$ cat src/atfc_pkg.sv
package atfc_pkg;

   // Register byte offsets
   localparam logic [3:0] OFS_CTRL_TWO = 4'h0;
   localparam logic [3:0] OFS_COMMAND  = 4'h4;
   localparam logic [3:0] OFS_RESULT   = 4'h8;
   localparam logic [3:0] OFS_COUNT    = 4'hc;

   // converter_control_two field positions and reset value
   localparam int         POS_JUSTIFY  = 7;
   localparam int         POS_ACQ_LSB  = 3;
   localparam int         POS_CLK_LSB  = 0;
   localparam logic [7:0] CTRL_RESET   = 8'h00;
   localparam logic [7:0] CTRL_WR_MASK = 8'hbf;

   // Command and status bit positions
   localparam int POS_GO_BUSY = 0;
   localparam int POS_READY   = 1;
   localparam int POS_OVERRUN = 2;
   localparam int POS_ACQ_ON  = 4;
   localparam int POS_CONV_ON = 5;

   // Converter data
   localparam int RAW_W    = 10;
   localparam int RESULT_W = 16;
   localparam int COUNT_W  = 16;

   // Timing: system clock, instruction cycle, divider widths
   localparam int CLK_PERIOD_NS   = 4;
   localparam int INSTR_CYCLE_NS  = 16;
   localparam int TCY_CYCLES      = (INSTR_CYCLE_NS + CLK_PERIOD_NS - 1) / CLK_PERIOD_NS;
   localparam int RC_PERIOD_NS    = 1000;
   localparam int DIV_W           = 12;
   localparam int HOLD_W          = 4;
   localparam int TAD_CNT_W       = 5;

   // Control fields, same layout as the register
   typedef struct packed {
      logic       justify;
      logic       reserved;
      logic [2:0] acq_sel;
      logic [2:0] clk_sel;
   } atfc_ctrl_t;

   // Sequencer state, one-hot
   typedef enum logic [2:0] {
      ATFC_IDLE = 3'b001,
      ATFC_ACQ  = 3'b010,
      ATFC_CONV = 3'b100
   } atfc_state_t;

   // Acquisition length in conversion clock periods
   function automatic logic [TAD_CNT_W-1:0] acq_periods(input logic [2:0] code);
      logic [TAD_CNT_W-1:0] n;
      n = 5'h00;
      unique case (code)
         3'b111: n = 5'h14;
         3'b110: n = 5'h10;
         3'b101: n = 5'h0c;
         3'b100: n = 5'h08;
         3'b011: n = 5'h06;
         3'b010: n = 5'h04;
         3'b001: n = 5'h02;
         3'b000: n = 5'h00;
      endcase
      return n;
   endfunction

   // Internal RC source selected
   function automatic logic is_rc_source(input logic [2:0] code);
      return (code == 3'b011) || (code == 3'b111);
   endfunction

   // System clock divide ratio; RC codes return zero
   function automatic logic [DIV_W-1:0] osc_divide(input logic [2:0] code);
      logic [DIV_W-1:0] d;
      d = 12'h000;
      unique case (code)
         3'b000: d = 12'h002;
         3'b001: d = 12'h008;
         3'b010: d = 12'h020;
         3'b100: d = 12'h004;
         3'b101: d = 12'h010;
         3'b110: d = 12'h040;
         3'b011,
         3'b111: d = 12'h000;
      endcase
      return d;
   endfunction

endpackage

$ cat src/atfc_top.sv
// Overview of operation
// - A set justify bit stores the result right-justified, a clear bit left-justified.
// - Acquisition codes 111 down to 001 wait 20, 16, 12, 8, 6, 4 or 2 conversion clock periods.
// - Clock codes 000, 001, 010, 100, 101, 110 divide the system clock by 2, 8, 32, 4, 16, 64.
// - Clock codes 011 and 111 take the internal RC oscillator as conversion clock.
// - With the RC clock, its first period starts one instruction cycle after the request.
`timescale 1ns/1ps
module atfc_top
   import atfc_pkg::*;
#(
   parameter int RC_PERIOD = RC_PERIOD_NS
) (
   // Clock and reset
   input  wire logic              hclk,
   input  wire logic              hresetn,
   // AHB-Lite slave
   input  wire logic              hsel,
   input  wire logic [31:0]       haddr,
   input  wire logic [1:0]        htrans,
   input  wire logic              hwrite,
   input  wire logic [2:0]        hsize,
   input  wire logic [31:0]       hwdata,
   input  wire logic              hready,
   output      logic [31:0]       hrdata,
   output      logic              hreadyout,
   output      logic              hresp,
   // Converter core
   output      logic              acquiring,
   output      logic              converting,
   output      logic              conversion_clock_period,
   input  wire logic              conv_done,
   input  wire logic [RAW_W-1:0]  conv_data
);

   localparam int RC_CYCLES = (RC_PERIOD + CLK_PERIOD_NS - 1) / CLK_PERIOD_NS;

   // Bus phase capture
   logic                ap_valid;
   logic                ap_write;
   logic [3:0]          ap_addr;
   logic                ap_take;

   // Registers
   atfc_ctrl_t          converter_control_two;
   atfc_ctrl_t          next_ctrl;
   logic                run_justify;
   logic                result_ready;
   logic                overrun;
   logic [RESULT_W-1:0] result;
   logic [COUNT_W-1:0]  conv_count;

   // Internal events
   logic                wr_ctrl;
   logic                wr_cmd;
   logic                go_req;
   logic                start;
   logic                busy;
   logic                finish;
   logic                tad_tick;
   atfc_state_t         state;

   // Zero wait state, always OKAY
   assign hreadyout = 1'b1;
   assign hresp     = 1'b0;

   assign ap_take = hsel && hready && htrans[1];

   always_ff @(posedge hclk or negedge hresetn) begin
      if (!hresetn) begin
         ap_valid <= 1'b0;
         ap_write <= 1'b0;
         ap_addr  <= 4'h0;
      end else if (hready) begin
         ap_valid <= ap_take;
         ap_write <= hwrite;
         ap_addr  <= {haddr[3:2], 2'b00};
      end
   end

   assign wr_ctrl = ap_valid && ap_write && (ap_addr == OFS_CTRL_TWO);
   assign wr_cmd  = ap_valid && ap_write && (ap_addr == OFS_COMMAND);
   assign go_req  = wr_cmd && hwdata[POS_GO_BUSY];
   // A request while busy is dropped and flagged
   assign start   = go_req && !busy;

   // Unimplemented bit 6 stays zero
   always_comb begin
      next_ctrl = converter_control_two;
      if (wr_ctrl) begin
         next_ctrl = atfc_ctrl_t'(hwdata[7:0] & CTRL_WR_MASK);
      end
   end

   always_ff @(posedge hclk or negedge hresetn) begin
      if (!hresetn) begin
         converter_control_two <= atfc_ctrl_t'(CTRL_RESET);
      end else begin
         converter_control_two <= next_ctrl;
      end
   end

   // Justify choice is held for the running conversion
   always_ff @(posedge hclk or negedge hresetn) begin
      if (!hresetn) begin
         run_justify <= 1'b0;
      end else if (start) begin
         run_justify <= next_ctrl.justify;
      end
   end

   always_ff @(posedge hclk or negedge hresetn) begin
      if (!hresetn) begin
         result <= '0;
      end else if (finish) begin
         if (run_justify) begin
            result <= {{(RESULT_W-RAW_W){1'b0}}, conv_data};
         end else begin
            result <= {conv_data, {(RESULT_W-RAW_W){1'b0}}};
         end
      end
   end

   // Sticky flags, write one to clear; a new event wins
   always_ff @(posedge hclk or negedge hresetn) begin
      if (!hresetn) begin
         result_ready <= 1'b0;
      end else if (finish) begin
         result_ready <= 1'b1;
      end else if (wr_cmd && hwdata[POS_READY]) begin
         result_ready <= 1'b0;
      end
   end

   always_ff @(posedge hclk or negedge hresetn) begin
      if (!hresetn) begin
         overrun <= 1'b0;
      end else if (go_req && busy) begin
         overrun <= 1'b1;
      end else if (wr_cmd && hwdata[POS_OVERRUN]) begin
         overrun <= 1'b0;
      end
   end

   // Completed conversions, wraps
   always_ff @(posedge hclk or negedge hresetn) begin
      if (!hresetn) begin
         conv_count <= '0;
      end else if (finish) begin
         conv_count <= conv_count + COUNT_W'(1);
      end
   end

   // Read data is sampled in the address phase from the values
   // the pending write will leave for the control byte, busy and flag clears, not for an overrun it sets or the acquisition and conversion bits.
   function automatic logic [31:0] read_word(input logic [3:0] addr);
      logic [31:0] w;
      w = 32'h0000_0000;
      unique case (addr)
         OFS_CTRL_TWO: w[7:0] = next_ctrl;
         OFS_COMMAND: begin
            w[POS_GO_BUSY] = busy || start;
            w[POS_READY]   = result_ready && !(wr_cmd && hwdata[POS_READY]);
            w[POS_OVERRUN] = overrun && !(wr_cmd && hwdata[POS_OVERRUN]);
            w[POS_ACQ_ON]  = (state == ATFC_ACQ);
            w[POS_CONV_ON] = (state == ATFC_CONV);
         end
         OFS_RESULT: w[RESULT_W-1:0] = result;
         OFS_COUNT:  w[COUNT_W-1:0]  = conv_count;
         default:    w = 32'h0000_0000;
      endcase
      return w;
   endfunction

   always_ff @(posedge hclk or negedge hresetn) begin
      if (!hresetn) begin
         hrdata <= 32'h0000_0000;
      end else if (ap_take && !hwrite) begin
         hrdata <= read_word({haddr[3:2], 2'b00});
      end
   end

   atfc_tad_gen #(
      .RC_CYCLES (RC_CYCLES)
   ) u_tad_gen (
      .hclk     (hclk),
      .hresetn  (hresetn),
      .start    (start),
      .run      (busy),
      .sel      (next_ctrl.clk_sel),
      .tad_tick (tad_tick)
   );

   atfc_seq u_seq (
      .hclk      (hclk),
      .hresetn   (hresetn),
      .start     (start),
      .acq_sel   (next_ctrl.acq_sel),
      .tad_tick  (tad_tick),
      .conv_done (conv_done),
      .state     (state),
      .busy      (busy),
      .finish    (finish)
   );

   // Phase outputs come from flops to keep the core glitch free
   always_ff @(posedge hclk or negedge hresetn) begin
      if (!hresetn) begin
         acquiring               <= 1'b0;
         converting              <= 1'b0;
         conversion_clock_period <= 1'b0;
      end else begin
         acquiring               <= (state == ATFC_ACQ) && !(tad_tick && finish);
         converting              <= (state == ATFC_CONV) && !conv_done;
         conversion_clock_period <= tad_tick;
      end
   end

endmodule

$ cat src/atfc_tad_gen.sv
`timescale 1ns/1ps
module atfc_tad_gen
   import atfc_pkg::*;
#(
   parameter int RC_CYCLES = 250
) (
   // Clock and reset
   input  wire logic       hclk,
   input  wire logic       hresetn,
   // Control
   input  wire logic       start,
   input  wire logic       run,
   input  wire logic [2:0] sel,
   // Conversion clock enable
   output      logic       tad_tick
);

   logic [2:0]        sel_q;
   logic              run_q;
   logic [HOLD_W-1:0] hold;
   logic [DIV_W-1:0]  cnt;
   logic [DIV_W-1:0]  period;

   assign period   = is_rc_source(sel_q) ? DIV_W'(RC_CYCLES) : osc_divide(sel_q);
   assign tad_tick = run_q && (hold == '0) && (cnt == period - DIV_W'(1));

   // Source is frozen for the whole conversion
   always_ff @(posedge hclk or negedge hresetn) begin
      if (!hresetn) begin
         sel_q <= 3'h0;
         run_q <= 1'b0;
      end else if (start) begin
         sel_q <= sel;
         run_q <= 1'b1;
      end else if (!run) begin
         run_q <= 1'b0;
      end
   end

   always_ff @(posedge hclk or negedge hresetn) begin
      if (!hresetn) begin
         hold <= '0;
      end else if (start) begin
         hold <= is_rc_source(sel) ? HOLD_W'(TCY_CYCLES) : '0;
      end else if (hold != '0) begin
         hold <= hold - HOLD_W'(1);
      end
   end

   always_ff @(posedge hclk or negedge hresetn) begin
      if (!hresetn) begin
         cnt <= '0;
      end else if (start || !run_q || hold != '0 || tad_tick) begin
         cnt <= '0;
      end else begin
         cnt <= cnt + DIV_W'(1);
      end
   end

endmodule

$ cat src/atfc_seq.sv
`timescale 1ns/1ps
module atfc_seq
   import atfc_pkg::*;
(
   // Clock and reset
   input  wire logic        hclk,
   input  wire logic        hresetn,
   // Control
   input  wire logic        start,
   input  wire logic [2:0]  acq_sel,
   input  wire logic        tad_tick,
   input  wire logic        conv_done,
   // State
   output      atfc_state_t state,
   output      logic        busy,
   output      logic        finish
);

   logic [TAD_CNT_W-1:0] target;
   logic [TAD_CNT_W-1:0] ticks;
   atfc_state_t          next_state;

   assign busy   = (state != ATFC_IDLE);
   assign finish = (state == ATFC_CONV) && conv_done;

   always_comb begin
      next_state = state;
      unique case (state)
         ATFC_IDLE: begin
            if (start) begin
               next_state = (acq_periods(acq_sel) == '0) ? ATFC_CONV : ATFC_ACQ;
            end
         end
         ATFC_ACQ: begin
            if (tad_tick && ticks == target - TAD_CNT_W'(1)) begin
               next_state = ATFC_CONV;
            end
         end
         ATFC_CONV: begin
            if (conv_done) begin
               next_state = ATFC_IDLE;
            end
         end
         default: next_state = ATFC_IDLE;
      endcase
   end

   always_ff @(posedge hclk or negedge hresetn) begin
      if (!hresetn) begin
         state <= ATFC_IDLE;
      end else begin
         state <= next_state;
      end
   end

   // Count periods of the acquisition window
   always_ff @(posedge hclk or negedge hresetn) begin
      if (!hresetn) begin
         target <= '0;
         ticks  <= '0;
      end else if (state == ATFC_IDLE) begin
         target <= acq_periods(acq_sel);
         ticks  <= '0;
      end else if (state == ATFC_ACQ && tad_tick) begin
         ticks <= ticks + TAD_CNT_W'(1);
      end
   end

endmodule

$ cat config.mk
export PLATFORM = sky130hd
export DESIGN_NAME = atfc_top
export DESIGN_NICKNAME = d
export VERILOG_FILES = /design/src/atfc_pkg.sv /design/src/atfc_top.sv /design/src/atfc_tad_gen.sv /design/src/atfc_seq.sv
export SDC_FILE = /design/constraint.sdc
export NUM_CORES = 1
export LEC_CHECK = 0
export BUFFER_PORTS_ARGS = -buffer_cell sky130_fd_sc_hd__buf_4
export CAP_MARGIN = 25
export CORE_UTILIZATION = 58
export CTS_BUF_LIST = sky130_fd_sc_hd__clkbuf_16
export DETAILED_ROUTE_END_ITERATION = 16
export PLACE_DENSITY = 0.92
export SLEW_MARGIN = 20
export SYNTH_ARGS = -nofsm -noshare
export SYNTH_HDL_FRONTEND = slang
export SYNTH_SLANG_ARGS = --single-unit
$ cat constraint.sdc
create_clock -name hclk -period 5.3 [get_ports hclk]
set_clock_uncertainty 0.15 [all_clocks]
set_input_delay 0.265 -clock hclk [delete_from_list [all_inputs] [get_ports hclk]]
set_output_delay 0.265 -clock hclk [all_outputs]
set_load 0.005 [all_outputs]
Word-level counts from Yosys, hierarchy flattened
Memory sizes are Yosys's and may differ from the RTL's. A register that Yosys moved wholly into a read port is not among the register bits. Cells that the tools add are included.

$add $sub $neg: 6. Reduce and logical (&&, ||, !) cells: 45. Mux-type cells: 27. Equal/unequal tests: 18.

Operators by type and width (number): two-way mux 12 bit (2); logical AND 1 bit (21); two-way mux 5 bit (4); adder 16 x 1 -> 16 bit, second input constant (1); two-way mux 16 bit (1); case mux 8 bit (2 select lines) (1); two-way mux 3 bit (5); adder 12 x 1 -> 12 bit, second input constant (1); equality test 12 bit (1); case mux 3 bit (4 select lines) (1); subtractor 12 x 1 -> 12 bit, second input constant (1); equality test 3 x 2 -> 1 bit, second input constant (3); equality test 3 bit, second input constant (3); case mux 3 bit (3 select lines) (1); zero test 1 bit (8); zero test 4 bit (2); two-way mux 4 bit (2); two-way mux 8 bit (1); case mux 2 bit (4 select lines) (1); nonzero test 2 bit (4); logical OR 1 bit (6); two-way mux 1 bit (6); != test 2 bit, second input constant (3); case mux 2 bit (3 select lines) (1); 14 further kinds (16).

Logic and storage cells: 122. Register bits: 99. Memories: 3. ROM bits: 112.

Memories: (name not given) (depth 8, width 6, rd ports 1, clocked after memory_dff 0, write ports 0, line atfc_pkg.sv:78) `unique case (code)`; (name not given) (depth 8, width 4, rd ports 1, clocked after memory_dff 1, write ports 0, line atfc_pkg.sv:56) `unique case (code)`; (name not given) (depth 8, width 4, rd ports 1, clocked after memory_dff 0, write ports 0, line atfc_pkg.sv:56).

Depth between registers and ports, before layout
Gate-level depths: netlist (run 1).

Depth in word-level cells: 10. Gate-level depth with buffers: 12.

Hierarchy
From an unflattened synthesis (run 1), not the netlist that was laid out.

Cells, all modules: 487. Area, all modules: 4977.3 um^2.

Modules (own cells, without submodules): atfc_top (cells an instance 289, area each 3089.2 um^2, times used 1); atfc_tad_gen (cells an instance 124, area each 1177.4 um^2, times used 1); atfc_seq (cells an instance 74, area each 710.7 um^2, times used 1).

Least setup slack after synthesis (run 1)
No wires, ideal clock.

Path kind: register to register. From: reg u_tad_gen.sel_q[0]. To: reg u_seq.ticks[4]. Cell stages (with the launch flop): 11. Data required time: 5.072 ns. Library setup time: 0.078 ns. Setup slack: 2.483 ns. Arrival: 2.589 ns. Clock period less this slack: 2.817 ns. Path through: dfrtp_1 -> buf_2 -> or2_2 -> ha_1 -> nor3b_1 -> or3_1 -> a222oi_1 -> nand4_1 -> buf_2 -> or3_1 -> a21oi_1.

Cells in the longest elaborated chain, start to end: 8.

Ends and longest elaborated chain: start: declaration (line atfc_tad_gen.sv:18) `logic [2:0] sel_q;`; start signal: assignment (line atfc_tad_gen.sv:33) `sel_q <= sel;`; branches (longest 2 deep; another with memory read (8 x 6 bit)); two-way mux 12 bit (*) (line atfc_tad_gen.sv:24) `assign period = is_rc_source(sel_q) ? DIV_W'(RC_CYCLES) : osc_divide(sel_q);`; subtractor 12 x 1 -> 12 bit (*) (line atfc_tad_gen.sv:25) `assign tad_tick = run_q && (hold == '0) && (cnt == period - DIV_W'(1));`; equality test 12 bit (*) (line atfc_tad_gen.sv:25); logical AND 1 bit (*) (line atfc_tad_gen.sv:25); logical AND 1 bit (*) (line atfc_seq.sv:64) `end else if (state == ATFC_ACQ && tad_tick) begin`; nonzero test 2 bit (no source line) (*); end signal: assignment (line atfc_seq.sv:65) `ticks <= ticks + TAD_CNT_W'(1);`; end: declaration (line atfc_seq.sv:20) `logic [TAD_CNT_W-1:0] ticks;`.

Every way passes the cells marked *. A chain may end at the register's enable or synchronous reset.

Final worst setup path (run 1)
From: reg u_tad_gen.sel_q[1]. To: reg u_tad_gen.cnt[3].

Cells in the longest elaborated chain, start to end: 8.

Ends and longest elaborated chain: branches (longest 2 deep; another with memory read (8 x 6 bit)); two-way mux 12 bit (*) (line atfc_tad_gen.sv:24); subtractor 12 x 1 -> 12 bit (*) (line atfc_tad_gen.sv:25); equality test 12 bit (*) (line atfc_tad_gen.sv:25); logical AND 1 bit (*) (line atfc_tad_gen.sv:25); logical OR 1 bit (*) (line atfc_tad_gen.sv:53) `end else if (start || !run_q || hold != '0 || tad_tick) begin`; two-way mux 12 bit (*) (line atfc_tad_gen.sv:53); end signal: assignment (line atfc_tad_gen.sv:56) `cnt <= cnt + DIV_W'(1);`; end: declaration (line atfc_tad_gen.sv:21) `logic [DIV_W-1:0] cnt;`.

Marks and branches as above.

==> summary.txt, run 1 <==
Status
  • Outcome: finished clean

Finish
  • ANT cells: 0
  • Nets: approximately 620
  • Commonest non-fill, non-tap cells in the layout: 97 x dfrtp_1, 67 x nand2_1, 49 x buf_4
  • FF+latch area: 2454 um2
  • Synth-to-Final Area Change: 12.95%
  • Most common cell after layout, fill and taps aside: dfrtp_1
  • Layout cell share with drive strength beyond 1: 15.14%
  • Layout filler cell count: 600
  • Fin util: 67.42%
  • Multi-input logic area: between 2000 and 2500 um2

Worst setup path
  • Worst setup path start: u_tad_gen.sel_q[1]
  • Reg2Reg Depth: 9
  • CP Class: flip-flop to flip-flop
  • FF-to-FF Start: u_tad_gen.sel_q[1]
  • Arr. time, crit path: ~3.6 ns
  • Critical Path RT: 5.35 ns
  • CP endpoint kind: flip-flop
  • Crit start category: flip-flop
  • Critical Path Fanout Max: 13
  • Worst flop-to-flop path endpoint: u_tad_gen.cnt[3]
  • Worst reg-to-reg setup slack: between 1.5 and 2 ns

Synth
  • Post-synthesis cell type count: 44
  • Cell count after synthesis: 493
  • EDFF count, synth: 0
  • Yosys top cell area share: 49.74%
  • Cell Area, Synth: 4880 um2
  • Syn avg cell area: 9.898 um2
  • Warnings, synthesis: 0
  • Register area share after synthesis: around 50%
  • Ys flop type: dfrtp_1
  • Top post-synthesis cells by area: dfrtp_1 50%, nand2_1 5.2%, mux2i_1 4.1%
  • Cell taking the most area after synthesis: dfrtp_1
  • Flops & latches, synth: 98
  • Asr flop ratio synth: 100.0%

Clock tree
  • CTS Hold Bufs: 2
  • Clk sinks: roughly 100
  • Worst skew pair latency: roughly 0.34 ns
  • CTS-repair resized insts: 0
  • Clk slew on worst S/H paths: 0.06 ns
  • CTS H-tree depth: 3
  • CTS Buf Count: 9
  • CTS tree: yes
  • Bufs on Longest Clock Path: 2
  • Postcts setup bufs: 0
  • CTS Root Cell: clkbuf_16

Global routing
  • GR Overflow Total: 0
  • All-Layer GR Usage: 26.11%
  • First-pass GRT wire length: 17,480 um
  • Number of global-route vias before repair: approximately 3,700
  • Pin count of the biggest net entering global routing: 73
  • Initial antenna violation count: 0

Timing
  • Highest Clock Rate: about 0.28 GHz
  • Worst slew margin: around two fifths
  • Period utilization: about two thirds
  • Final setup margin: 1.712 ns
  • Fin crit period: ~3.6 ns
  • Final setup TNS: 0 ns
  • Finish-stage setup viols: 0
  • RSZ-0062 raised after global routing: no
  • Worst Tran Pin Value: 0.8795 ns
  • Max-slew violation count: 0
  • Endpoints failing hold: 0

Worst hold path
  • Worst hold path depth: 2
  • HP Start: hready
  • Worst hold path class: input pin to flip-flop
  • Min-Delay Endpoint: ap_valid

Detailed routing
  • First-pass DRT Iterations: 4
  • DRC: 0
  • Avg WL per Cell: 16.36 um
  • DR vias/cell: 5.738
  • Detail Route Antenna Nets: 0
  • Via count: 3,672
  • WL final: approximately 10,000 um
  • Starting DRT DRC Count: 245

Pwr
  • Maximum VDD drop: 0.1924 mV
  • Power density over cell area: 355.3 nW/um2
  • P_leak: approximately 2.6 nW

Die
  • Io pins: 122
  • Chip width: 93.73 um
  • Die Area: 8784 um2
  • Die H: 93.73 um
  • Cell Rows: 33
  • Initial core utilization: 59.69%
  • Core ar.: 8175 um2

Placement
  • Place WS: around 1.8 ns
  • Port-buffer cells: between 40 and 50
  • GPL Wtd Cong: 0.8407
  • Post-DP HPWL: 7327 um

Flow run
  • Max-Cap Viols: 0
[worst max path at each step]
stage	depth (start not counted)	end	slack, ns
2_1_floorplan	10	u_seq.ticks[4]	2.48
3_3_place_gp	9	u_tad_gen.cnt[10]	1.95
3_5_place_dp	9	u_tad_gen.cnt[6]	1.77
4_1_cts	9	u_tad_gen.cnt[8]	1.71
5_1_grt	9	u_tad_gen.cnt[6]	1.47
6_report	9	u_tad_gen.cnt[3]	1.71
[sequential cells by signal, summed over array words and instances, names as in the netlist, 2 cells and up]
signal	flops
u_tad_gen.hold	4
u_seq.ticks	5
ap_addr	2
u_seq.state	3
u_tad_gen.cnt	12
u_tad_gen.sel_q	3
result	16
u_seq.target	4
hrdata	16
converter_control_two	8
conv_count	16
[cells in the mapped netlist (2+ instances only)]
library cell and instances:
xor2_1 14, a311o_1 2, nand3b_1 2, buf_1 2, and3_1 3, nand3_1 20, a22oi_1 3, nor3_1 8
inv_1 14, nand2_1 67, nor2b_1 5, conb_1 2, o31ai_1 3, dfrtp_1 97, a21oi_1 14, mux4_2 2
xnor2_1 22, clkbuf_1 17, ha_1 7, nand4_1 12, a22o_1 10, mux2i_1 20, and2_1 3, nor2_1 41
o211ai_1 3, o21ai_0 30, nor3b_1 9, or3_2 2, a211o_1 2, nand2b_1 7, buf_4 18, buf_2 3
or3_1 7, mux2_2 12
[where the power goes]
part | switching (mW) | internal, mW | total (mW)
Clock | 0.268 | 0.360 | 0.628
Combinational | 0.221 | 0.204 | 0.425
Sequential | 0.0797 | 0.826 | 0.906
Total | 0.569 | 1.39 | 1.96
[final cells by class]
| cell class | count | share of cell area, % |
|---|---|---|
| Clock buffer | 9 | 4.086 |
| Inverter | 14 | 0.9535 |
| Tap cell | 105 | 2.384 |
| Multi-Input combinational cell | 356 | 39.93 |
| Clock inverter | 7 | 1.090 |
| Timing Repair Buffer | 51 | 7.037 |
| Sequential cell | 98 | 44.52 |
[cells by family after synthesis]
logic type,after synthesis,synth area share (%)
XOR/XNOR,36,6.461
other,2,0.1539
flip-flops,98,50.28
AND/OR/NAND/NOR,190,18.54
multiplexers,34,7.795
adder cells (fa/ha/maj),7,1.795
buffers and inverters,55,5.846
AO/OA/AOI/OAI,71,9.128
[worst max-delay path, stage by stage, from the launching register on]
cell and delay (ns):
dfrtp_1 0.51, nand2b_1 0.22, or2_2 0.28, ha_1 0.22, nor3b_1 0.18, or3_1 0.33, a222oi_1 0.39, nand4_1 0.47
nand4_1 0.58, nor2_1 0.11
[routing by layer]
metal	vias to the layer above	GRT usage, %	wire length [um]
met1	1836	31.03	4188
met2	88	46.17	5612
met5	-	0	0
li1	1730	-	-
met3	18	5.744	497
met4	0	9.744	174
[metrics by stage]
stage | power, mW | hold slack (ns) | area [um2] | cells
after CTS | 1.964 | 0.005557 | 5512 | 640
after floorplan | 1.213 | -0.1806 | 4940 | 509
after global placement | 1.292 | 0.03520 | 5206 | 622
after detailed placement | 1.331 | 0.03994 | 5206 | 622
after global routing | 2.051 | 0.02164 | 5512 | 640
final | 1.959 | 0.005170 | 5512 | 640
Note: power is estimated with default switching activity, not from simulation.
==> run 2: changes to the inputs <==
--- a/config.mk
+++ b/config.mk
@@ -7,10 +7,10 @@
 export LEC_CHECK = 0
 export BUFFER_PORTS_ARGS = -buffer_cell sky130_fd_sc_hd__buf_4
 export CAP_MARGIN = 25
-export CORE_UTILIZATION = 58
+export CORE_UTILIZATION = 48
 export CTS_BUF_LIST = sky130_fd_sc_hd__clkbuf_16
 export DETAILED_ROUTE_END_ITERATION = 16
-export PLACE_DENSITY = 0.92
+export PLACE_DENSITY = 0.82
 export SLEW_MARGIN = 20
 export SYNTH_ARGS = -nofsm -noshare
 export SYNTH_HDL_FRONTEND = slang
==> constraint.sdc (replaced) <==
create_clock -name hclk -period 3.2 [get_ports hclk]
set_clock_uncertainty 0.15 [all_clocks]
set_input_delay 0.16 -clock hclk [delete_from_list [all_inputs] [get_ports hclk]]
set_output_delay 0.16 -clock hclk [all_outputs]
set_load 0.005 [all_outputs]
==> run 2 against run 1 <==
Effect of this change:
- clock power up 66%
- fmax rose by 18%
- largest power group unchanged
- sequential share of layout area fell by 2.7 points
- via count rose by 2.8%
- sequential cell count unchanged
- power is 68% higher
- combinational power rose by 79%
- register-to-register slack got worse by 1.6 ns
- die area up 20%
- core utilization decreased by 7.7 points
- global-route usage shrank 4.5 points
- design area grew 6.4%
==> summary.txt, run 2 (synthesis results as in run 1) <==
Global routing
  • All-Layer GR Usage: 21.61% (was 26.11%)
  • M2 GR Usage: 37.95% (was 46.17%)
  • Initial antenna violation count: 0 (unchanged)
  • Busiest grt layer: met2 (unchanged)
  • GR Overflow Total: 0 (unchanged)
  • Pin count of the biggest net entering global routing: 46 (was 73)
  • Number of global-route vias before repair: 3,710 (was 3,665)
  • First-pass GRT wire length: 17,350 um (was 17,480 um)
  • Met1 Usage GRT: 26.73% (was 31.03%)
  • Grt met3 use: 3.254% (was 5.744%)

Timing
  • Fin crit period: 3.040 ns (was 3.588 ns)
  • Max-slew violation count: 0 (unchanged)
  • Endpoints failing hold: 0 (unchanged)
  • Worst slew margin: 42.14% (was 41.36%)
  • Worst Tran Pin Value: 0.8658 ns (was 0.8795 ns)
  • Period utilization: 95.01% (was 67.70%)
  • Highest Clock Rate: 0.3289 GHz (was 0.2787 GHz)
  • Finish-stage setup viols: 0 (unchanged)
  • Hold_ws: 0.03371 ns (was 0.005170 ns)
  • Final setup TNS: 0 ns (unchanged)
  • Final setup margin: 0.1598 ns (was 1.712 ns)

Die
  • Core ar.: 9819 um2 (was 8175 um2)
  • Io pins: 122 (unchanged)
  • Die H: 102.8 um (was 93.73 um)
  • Chip width: 102.8 um (was 93.73 um)
  • Die Area: 10,570 um2 (was 8784 um2)
  • Initial core utilization: 49.69% (was 59.69%)
  • Cell Rows: 36 (was 33)

Finish
  • Final non-filler cell total: 699 (was 640)
  • Final Cell Area: 5867 um2 (was 5512 um2)
  • Most common cell after layout, fill and taps aside: dfrtp_1 (unchanged)
  • Fin util: 59.75% (was 67.42%)
  • Commonest non-fill, non-tap cells in the layout: 96 x dfrtp_1, 67 x nand2_1, 58 x buf_4 (was 97 x dfrtp_1, 67 x nand2_1, 49 x buf_4)
  • ANT cells: 0 (unchanged)
  • Nets: 654 (was 622)
  • Biggest registers after layout: conv_count x16, hrdata x16, result x16 (unchanged)
  • Layout cell share with drive strength beyond 1: 17.14% (was 15.14%)
  • Synth-to-Final Area Change: 20.23% (was 12.95%)

Pwr
  • Sw Share: 28.63% (was 29.04%)
  • Cell Int Power: 2.346 mW (was 1.390 mW)
  • P_leak: 2.740 nW (was 2.595 nW)
  • Comb power frac: 23.2% (was 21.7%)
  • Clk network pwr share: 31.8% (was 32.1%)
  • Net Sw Power: 0.9410 mW (was 0.5687 mW)
  • Total power: 3.287 mW (was 1.959 mW)
  • Register share of total power: 45.1% (was 46.2%)
  • Maximum VDD drop: 0.3027 mV (was 0.1924 mV)
  • Power density over cell area: 560.3 nW/um2 (was 355.3 nW/um2)

Worst hold path
  • Worst hold path depth: 3 (was 2)
  • Min-Delay Endpoint: converter_control_two[5] (was ap_valid)
  • HP Start: hwdata[5] (was hready)
  • Worst hold path class: input pin to flip-flop (unchanged)

Detailed routing
  • First-pass DRT Iterations: 5 (was 4)
  • DRC: 0 (unchanged)
  • Starting DRT DRC Count: 185 (was 245)
  • Via count: 3,775 (was 3,672)
  • DR vias/cell: 5.401 (was 5.738)
  • Avg WL per Cell: 15.10 um (was 16.36 um)
  • Detail Route Antenna Nets: 0 (unchanged)
  • WL final: 10,560 um (was 10,470 um)

Placement
  • Post-DP HPWL: 7206 um (was 7327 um)
  • Port-buffer cells: 44 (unchanged)
  • GPL Wtd Cong: 0.8794 (was 0.8407)
  • Place WS: 0.09015 ns (was 1.768 ns)
  • Placed cell areas: 5306 um2 (was 5206 um2)
  • Placed insts: 658 (was 622)

Clock tree
  • Bufs on Longest Clock Path: 2 (unchanged)
  • CTS Root Cell: clkbuf_16 (unchanged)
  • CTS H-tree depth: 3 (unchanged)
  • CTS Buf Count: 9 (unchanged)
  • Worst skew pair latency: 0.34 ns (about the same)
  • CTS tree: yes (unchanged)
  • Clk slew on worst S/H paths: 0.07 ns (was 0.06 ns)
  • Clk sinks: 98 (unchanged)

Worst setup path
  • Worst reg-to-reg setup slack: 0.16 ns (was 1.71 ns)
  • CP max stage cell: dfrtp_2 (was nand4_1)
  • Crit start category: flip-flop (unchanged)
  • Worst setup path start: u_tad_gen.sel_q[2] (was u_tad_gen.sel_q[1])
  • Crit-path max cell delay: 0.45 ns (was 0.58 ns)
  • Critical Path Fanout Max: 8 (was 13)
  • Arr. time, crit path: 3.16 ns (was 3.64 ns)
  • Worst flop-to-flop path endpoint: u_seq.ticks[0] (was u_tad_gen.cnt[3])
  • CP endpoint kind: flip-flop (unchanged)
  • Reg2Reg Depth: 10 (was 9)
  • FF-to-FF Start: u_tad_gen.sel_q[2] (was u_tad_gen.sel_q[1])
  • CP Class: flip-flop to flip-flop (unchanged)
  • Critical Path RT: 3.32 ns (was 5.35 ns)
  • Crit-path cells: nand2b_1 > or2_2 > ha_2 > nor3b_2 > or3_1 > a222oi_1 > nand4_1 > buf_6 > or3_2 > a21oi_2 (was nand2b_1 > or2_2 > ha_1 > nor3b_1 > or3_1 > a222oi_1 > nand4_1 > nand4_1 > nor2_1)

Flow run
  • Max-Cap Viols: 0 (unchanged)

Status
  • Outcome: finished clean (unchanged)
==> run 2: what timing repair did <==
item | CTS | global route
setup endpoints to repair | 0 | 16
gates resized for setup | 0 | 5
setup buffers | 0 | 3
endpoints found under the hold margin | 69 | 0
hold buffers | 22 | 0
==> run 2: power by group through the flow <==
| stage | clock, mW | sequential (mW) | combinational (mW) |
|---|---|---|---|
| after floorplan | 0 | 1.46 | 0.554 |
| after global placement | 0 | 1.49 | 0.679 |
| after detailed placement | 0 | 1.50 | 0.723 |
| after CTS | 1.06 | 1.48 | 0.749 |
| after global routing | 1.11 | 1.50 | 0.850 |
| final | 1.04 | 1.48 | 0.761 |
==> run 2: cell type report <==
| class | count | area [um2] |
|---|---|---|
| flip-flops and latches | 98 | 2455 |
| multi-input cells | 356 | 2217 |
| clock inverters | 6 | 58.81 |
| clock buffers | 9 | 225.2 |
| repair buffers | 83 | 691.9 |
| well taps | 133 | 166.4 |
| inverters | 14 | 52.55 |
| fillers | 807 | 3953 |
==> run 2: worst max-delay path: cells and delay by family (launching register included) <==
kind | cells | cell delay, ns
buffers and inverters | 1 | 0.18
AO/OA/AOI/OAI | 2 | 0.46
AND/OR/NAND/NOR | 6 | 1.52
adder cells (fa/ha/maj) | 1 | 0.20
flip-flops | 1 | 0.45
==> run 2: per-layer routing <==
| layer | vias up | share of wire [%] |
|---|---|---|
| met2 | 111 | 52 |
| met4 | 0 | 1.6 |
| met5 | - | 0 |
| li1 | 1792 | - |
| met1 | 1855 | 43 |
| met3 | 17 | 3.5 |
==> run 2: worst max-delay path by stage <==
stage               cells past startpoint  slack [ns]          endpoint
floorplan                              10        0.38    u_seq.ticks[4]
CTS                                    10        0.05  u_tad_gen.cnt[2]
detailed placement                     10        0.09  u_tad_gen.cnt[2]
global placement                       10        0.19    u_seq.ticks[2]
finish                                 10        0.16    u_seq.ticks[0]
global route                           11       -0.03    u_seq.ticks[2]
==> run 3: changes to the inputs <==
--- a/config.mk
+++ b/config.mk
@@ -10,6 +10,7 @@
 export CORE_UTILIZATION = 48
 export CTS_BUF_LIST = sky130_fd_sc_hd__clkbuf_16
 export DETAILED_ROUTE_END_ITERATION = 16
+export GPL_TIMING_DRIVEN = 0
 export PLACE_DENSITY = 0.82
 export SLEW_MARGIN = 20
 export SYNTH_ARGS = -nofsm -noshare
==> run 3 against run 2 <==
Effect of this change:
- sequential share of layout area fell by 0.81 points
- fmax fell by 0.46%
- register-to-register slack barely moved
- critical path type unchanged
- critical endpoint is now u_seq.ticks[2]
- largest power group unchanged
- highest routed layer unchanged
==> summary.txt, run 3 (synthesis results as in run 1) <==
Status
  • Outcome: finished clean (unchanged)

Finish
  • Fin util: 60.92% (was 59.75%)
  • Layout filler cell count: 811 (was 807)
  • Nets: 678 (was 654)
  • ANT cells: 0 (unchanged)
  • Commonest non-fill, non-tap cells in the layout: 96 x dfrtp_1, 67 x nand2_1, 64 x buf_4 (was 96 x dfrtp_1, 67 x nand2_1, 58 x buf_4)
  • Final non-filler cell total: 724 (was 699)
  • Most common cell after layout, fill and taps aside: dfrtp_1 (unchanged)
  • Layout cell share with drive strength beyond 1: 17.60% (was 17.14%)
  • Biggest registers after layout: conv_count x16, hrdata x16, result x16 (unchanged)
  • Synth-to-Final Area Change: 22.59% (was 20.23%)

Worst setup path
  • CP Class: flip-flop to flip-flop (unchanged)
  • Critical path capture point: u_seq.ticks[2] (was u_seq.ticks[0])
  • Arr. time, crit path: 3.16 ns (about the same)
  • Worst reg-to-reg setup slack: 0.15 ns (was 0.16 ns)
  • Most frequent cell on the critical path: buf_4
  • Reg2Reg Depth: 10 (unchanged)
  • CP endpoint kind: flip-flop (unchanged)
  • Crit start category: flip-flop (unchanged)
  • Worst flop-to-flop path endpoint: u_seq.ticks[2] (was u_seq.ticks[0])
  • Worst setup path start: u_tad_gen.sel_q[0] (was u_tad_gen.sel_q[2])
  • FF-to-FF Start: u_tad_gen.sel_q[0] (was u_tad_gen.sel_q[2])
  • Critical Path Fanout Max: 10 (was 8)
  • Crit-path cells: buf_4 > or2_2 > ha_2 > nor3b_2 > or3_1 > a222oi_1 > nand4_1 > buf_4 > or3_2 > a21oi_1 (was nand2b_1 > or2_2 > ha_2 > nor3b_2 > or3_1 > a222oi_1 > nand4_1 > buf_6 > or3_2 > a21oi_2)
  • Critical Path RT: 3.31 ns (was 3.32 ns)
  • CP max stage cell: or3_2 (was dfrtp_2)
  • Crit-path max cell delay: 0.43 ns (was 0.45 ns)

Worst hold path
  • Worst hold path class: input pin to flip-flop (unchanged)

Timing
  • Highest Clock Rate: 0.3274 GHz (was 0.3289 GHz)
  • Max-slew violation count: 0 (unchanged)
  • RSZ-0062 raised after global routing: no
  • Hold_ws: 0.02333 ns (was 0.03371 ns)
  • Finish-stage setup viols: 0 (unchanged)
  • Final setup TNS: 0 ns (unchanged)
  • Fin crit period: 3.054 ns (was 3.040 ns)
  • Worst Tran Pin Value: 0.8753 ns (was 0.8658 ns)
  • Endpoints failing hold: 0 (unchanged)
  • Final setup margin: 0.1458 ns (was 0.1598 ns)
  • Worst slew margin: 41.65% (was 42.14%)
  • Period utilization: 95.44% (was 95.01%)

Detailed routing
  • WL final: 10,750 um (was 10,560 um)
  • DR vias/cell: 5.286 (was 5.401)
  • Via count: 3,827 (was 3,775)
  • First-pass DRT Iterations: 4 (was 5)
  • Detail Route Antenna Nets: 0 (unchanged)
  • Avg WL per Cell: 14.85 um (was 15.10 um)
  • DRC: 0 (unchanged)
  • Starting DRT DRC Count: 250 (was 185)

Clock tree
  • CTS H-tree depth: 3 (unchanged)
  • Worst skew pair latency: 0.34 ns (about the same)
  • CTS Buf Count: 9 (unchanged)
  • CTS Root Cell: clkbuf_16 (unchanged)
  • CTS tree: yes (unchanged)
  • Clk slew on worst S/H paths: 0.06 ns (was 0.07 ns)
  • Bufs on Longest Clock Path: 2 (unchanged)
  • Clk sinks: 98 (unchanged)

Placement
  • Port-buffer cells: 43 (was 44)
  • Place WS: 0.03085 ns (was 0.09015 ns)
  • Placed insts: 685 (was 658)
  • Post-DP HPWL: 7553 um (was 7206 um)
  • GPL Wtd Cong: 0.8130 (was 0.8794)

Pwr
  • P_leak: 2.811 nW (was 2.740 nW)
  • Power density over cell area: 564.5 nW/um2 (was 560.3 nW/um2)
  • Maximum VDD drop: 0.3460 mV (was 0.3027 mV)

Global routing
  • Initial antenna violation count: 0 (unchanged)
  • All-Layer GR Usage: 22.19% (was 21.61%)
  • First-pass GRT wire length: 17,860 um (was 17,350 um)
  • Number of global-route vias before repair: 3,751 (was 3,710)
  • Pin count of the biggest net entering global routing: 99 (was 46)
  • GR Overflow Total: 0 (unchanged)

Die
  • Initial core utilization: 49.69% (unchanged)
  • Io pins: 122 (unchanged)
  • Cell Rows: 36 (unchanged)
  • Chip width: 102.8 um (unchanged)
  • Core ar.: 9819 um2 (unchanged)
  • Die Area: 10,570 um2 (unchanged)
  • Die H: 102.8 um (unchanged)

Flow run
  • Max-Cap Viols: 0 (unchanged)
[run 3: stage by stage]
step                power [mW]  cell area, um2
floorplan                2.010            4940
global placement         2.182            5429
detailed placement       2.223            5433
CTS                      3.368            5943
global route             3.557            5982
finish                   3.377            5982
[run 3: report_power, final]
part / switching (mW) / internal [mW] / leakage (nW)
Clock: 0.445 / 0.676 / 0.154
Sequential: 0.0928 / 1.37 / 1.32
Combinational: 0.402 / 0.391 / 1.34
[run 3: cell type report]
| cell class | count | area (um2) | share of cell area (%) |
|---|---|---|---|
| multi-input cells | 356 | 2213 | 37.00 |
| clock inverters | 7 | 85.08 | 1.422 |
| clock buffers | 9 | 225.2 | 3.765 |
| repair buffers | 66 | 546.8 | 9.140 |
| well taps | 133 | 166.4 | 2.782 |
| flip-flops and latches | 98 | 2455 | 41.04 |
| inverters | 14 | 52.55 | 0.8785 |
| plain buffers | 41 | 237.7 | 3.974 |
[run 3: timing repair]
action,CTS,global route
buffers inserted,0,2
resized for setup,0,8
endpoints found under the setup margin,0,16
endpoints found under the hold margin,121,0
hold buffers,20,0
[run 3: worst min-delay path by stage]
stage | startpoint | depth (start not counted) | to
after floorplan | hresetn | 0 | acquiring
after global placement | conv_done | 2 | converting
after detailed placement | hresetn | 1 | u_seq.ticks[2]
after CTS | hwdata[0] | 3 | converter_control_two[0]
after global routing | hwdata[0] | 3 | converter_control_two[0]
final | hwdata[0] | 3 | u_tad_gen.hold[2]
[run 3: layer usage]
metal | track usage (%) | up-vias | wire length (um) | share of wire, %
li1 | - | 1836 | - | -
met1 | 28.63 | 1869 | 4516 | 42
met2 | 38.15 | 107 | 5579 | 52
met3 | 3.797 | 15 | 484 | 4.5
met4 | 7.259 | 0 | 173 | 1.6
met5 | 0 | - | 0 | 0
[run 3: critical path: cells and delay by family (launching register included)]
family          cells  cell delay (ns)
flops               1             0.38
buf+inv             2             0.37
compound gates      2             0.45
fa+ha+maj           1             0.20
simple gates        5             1.42
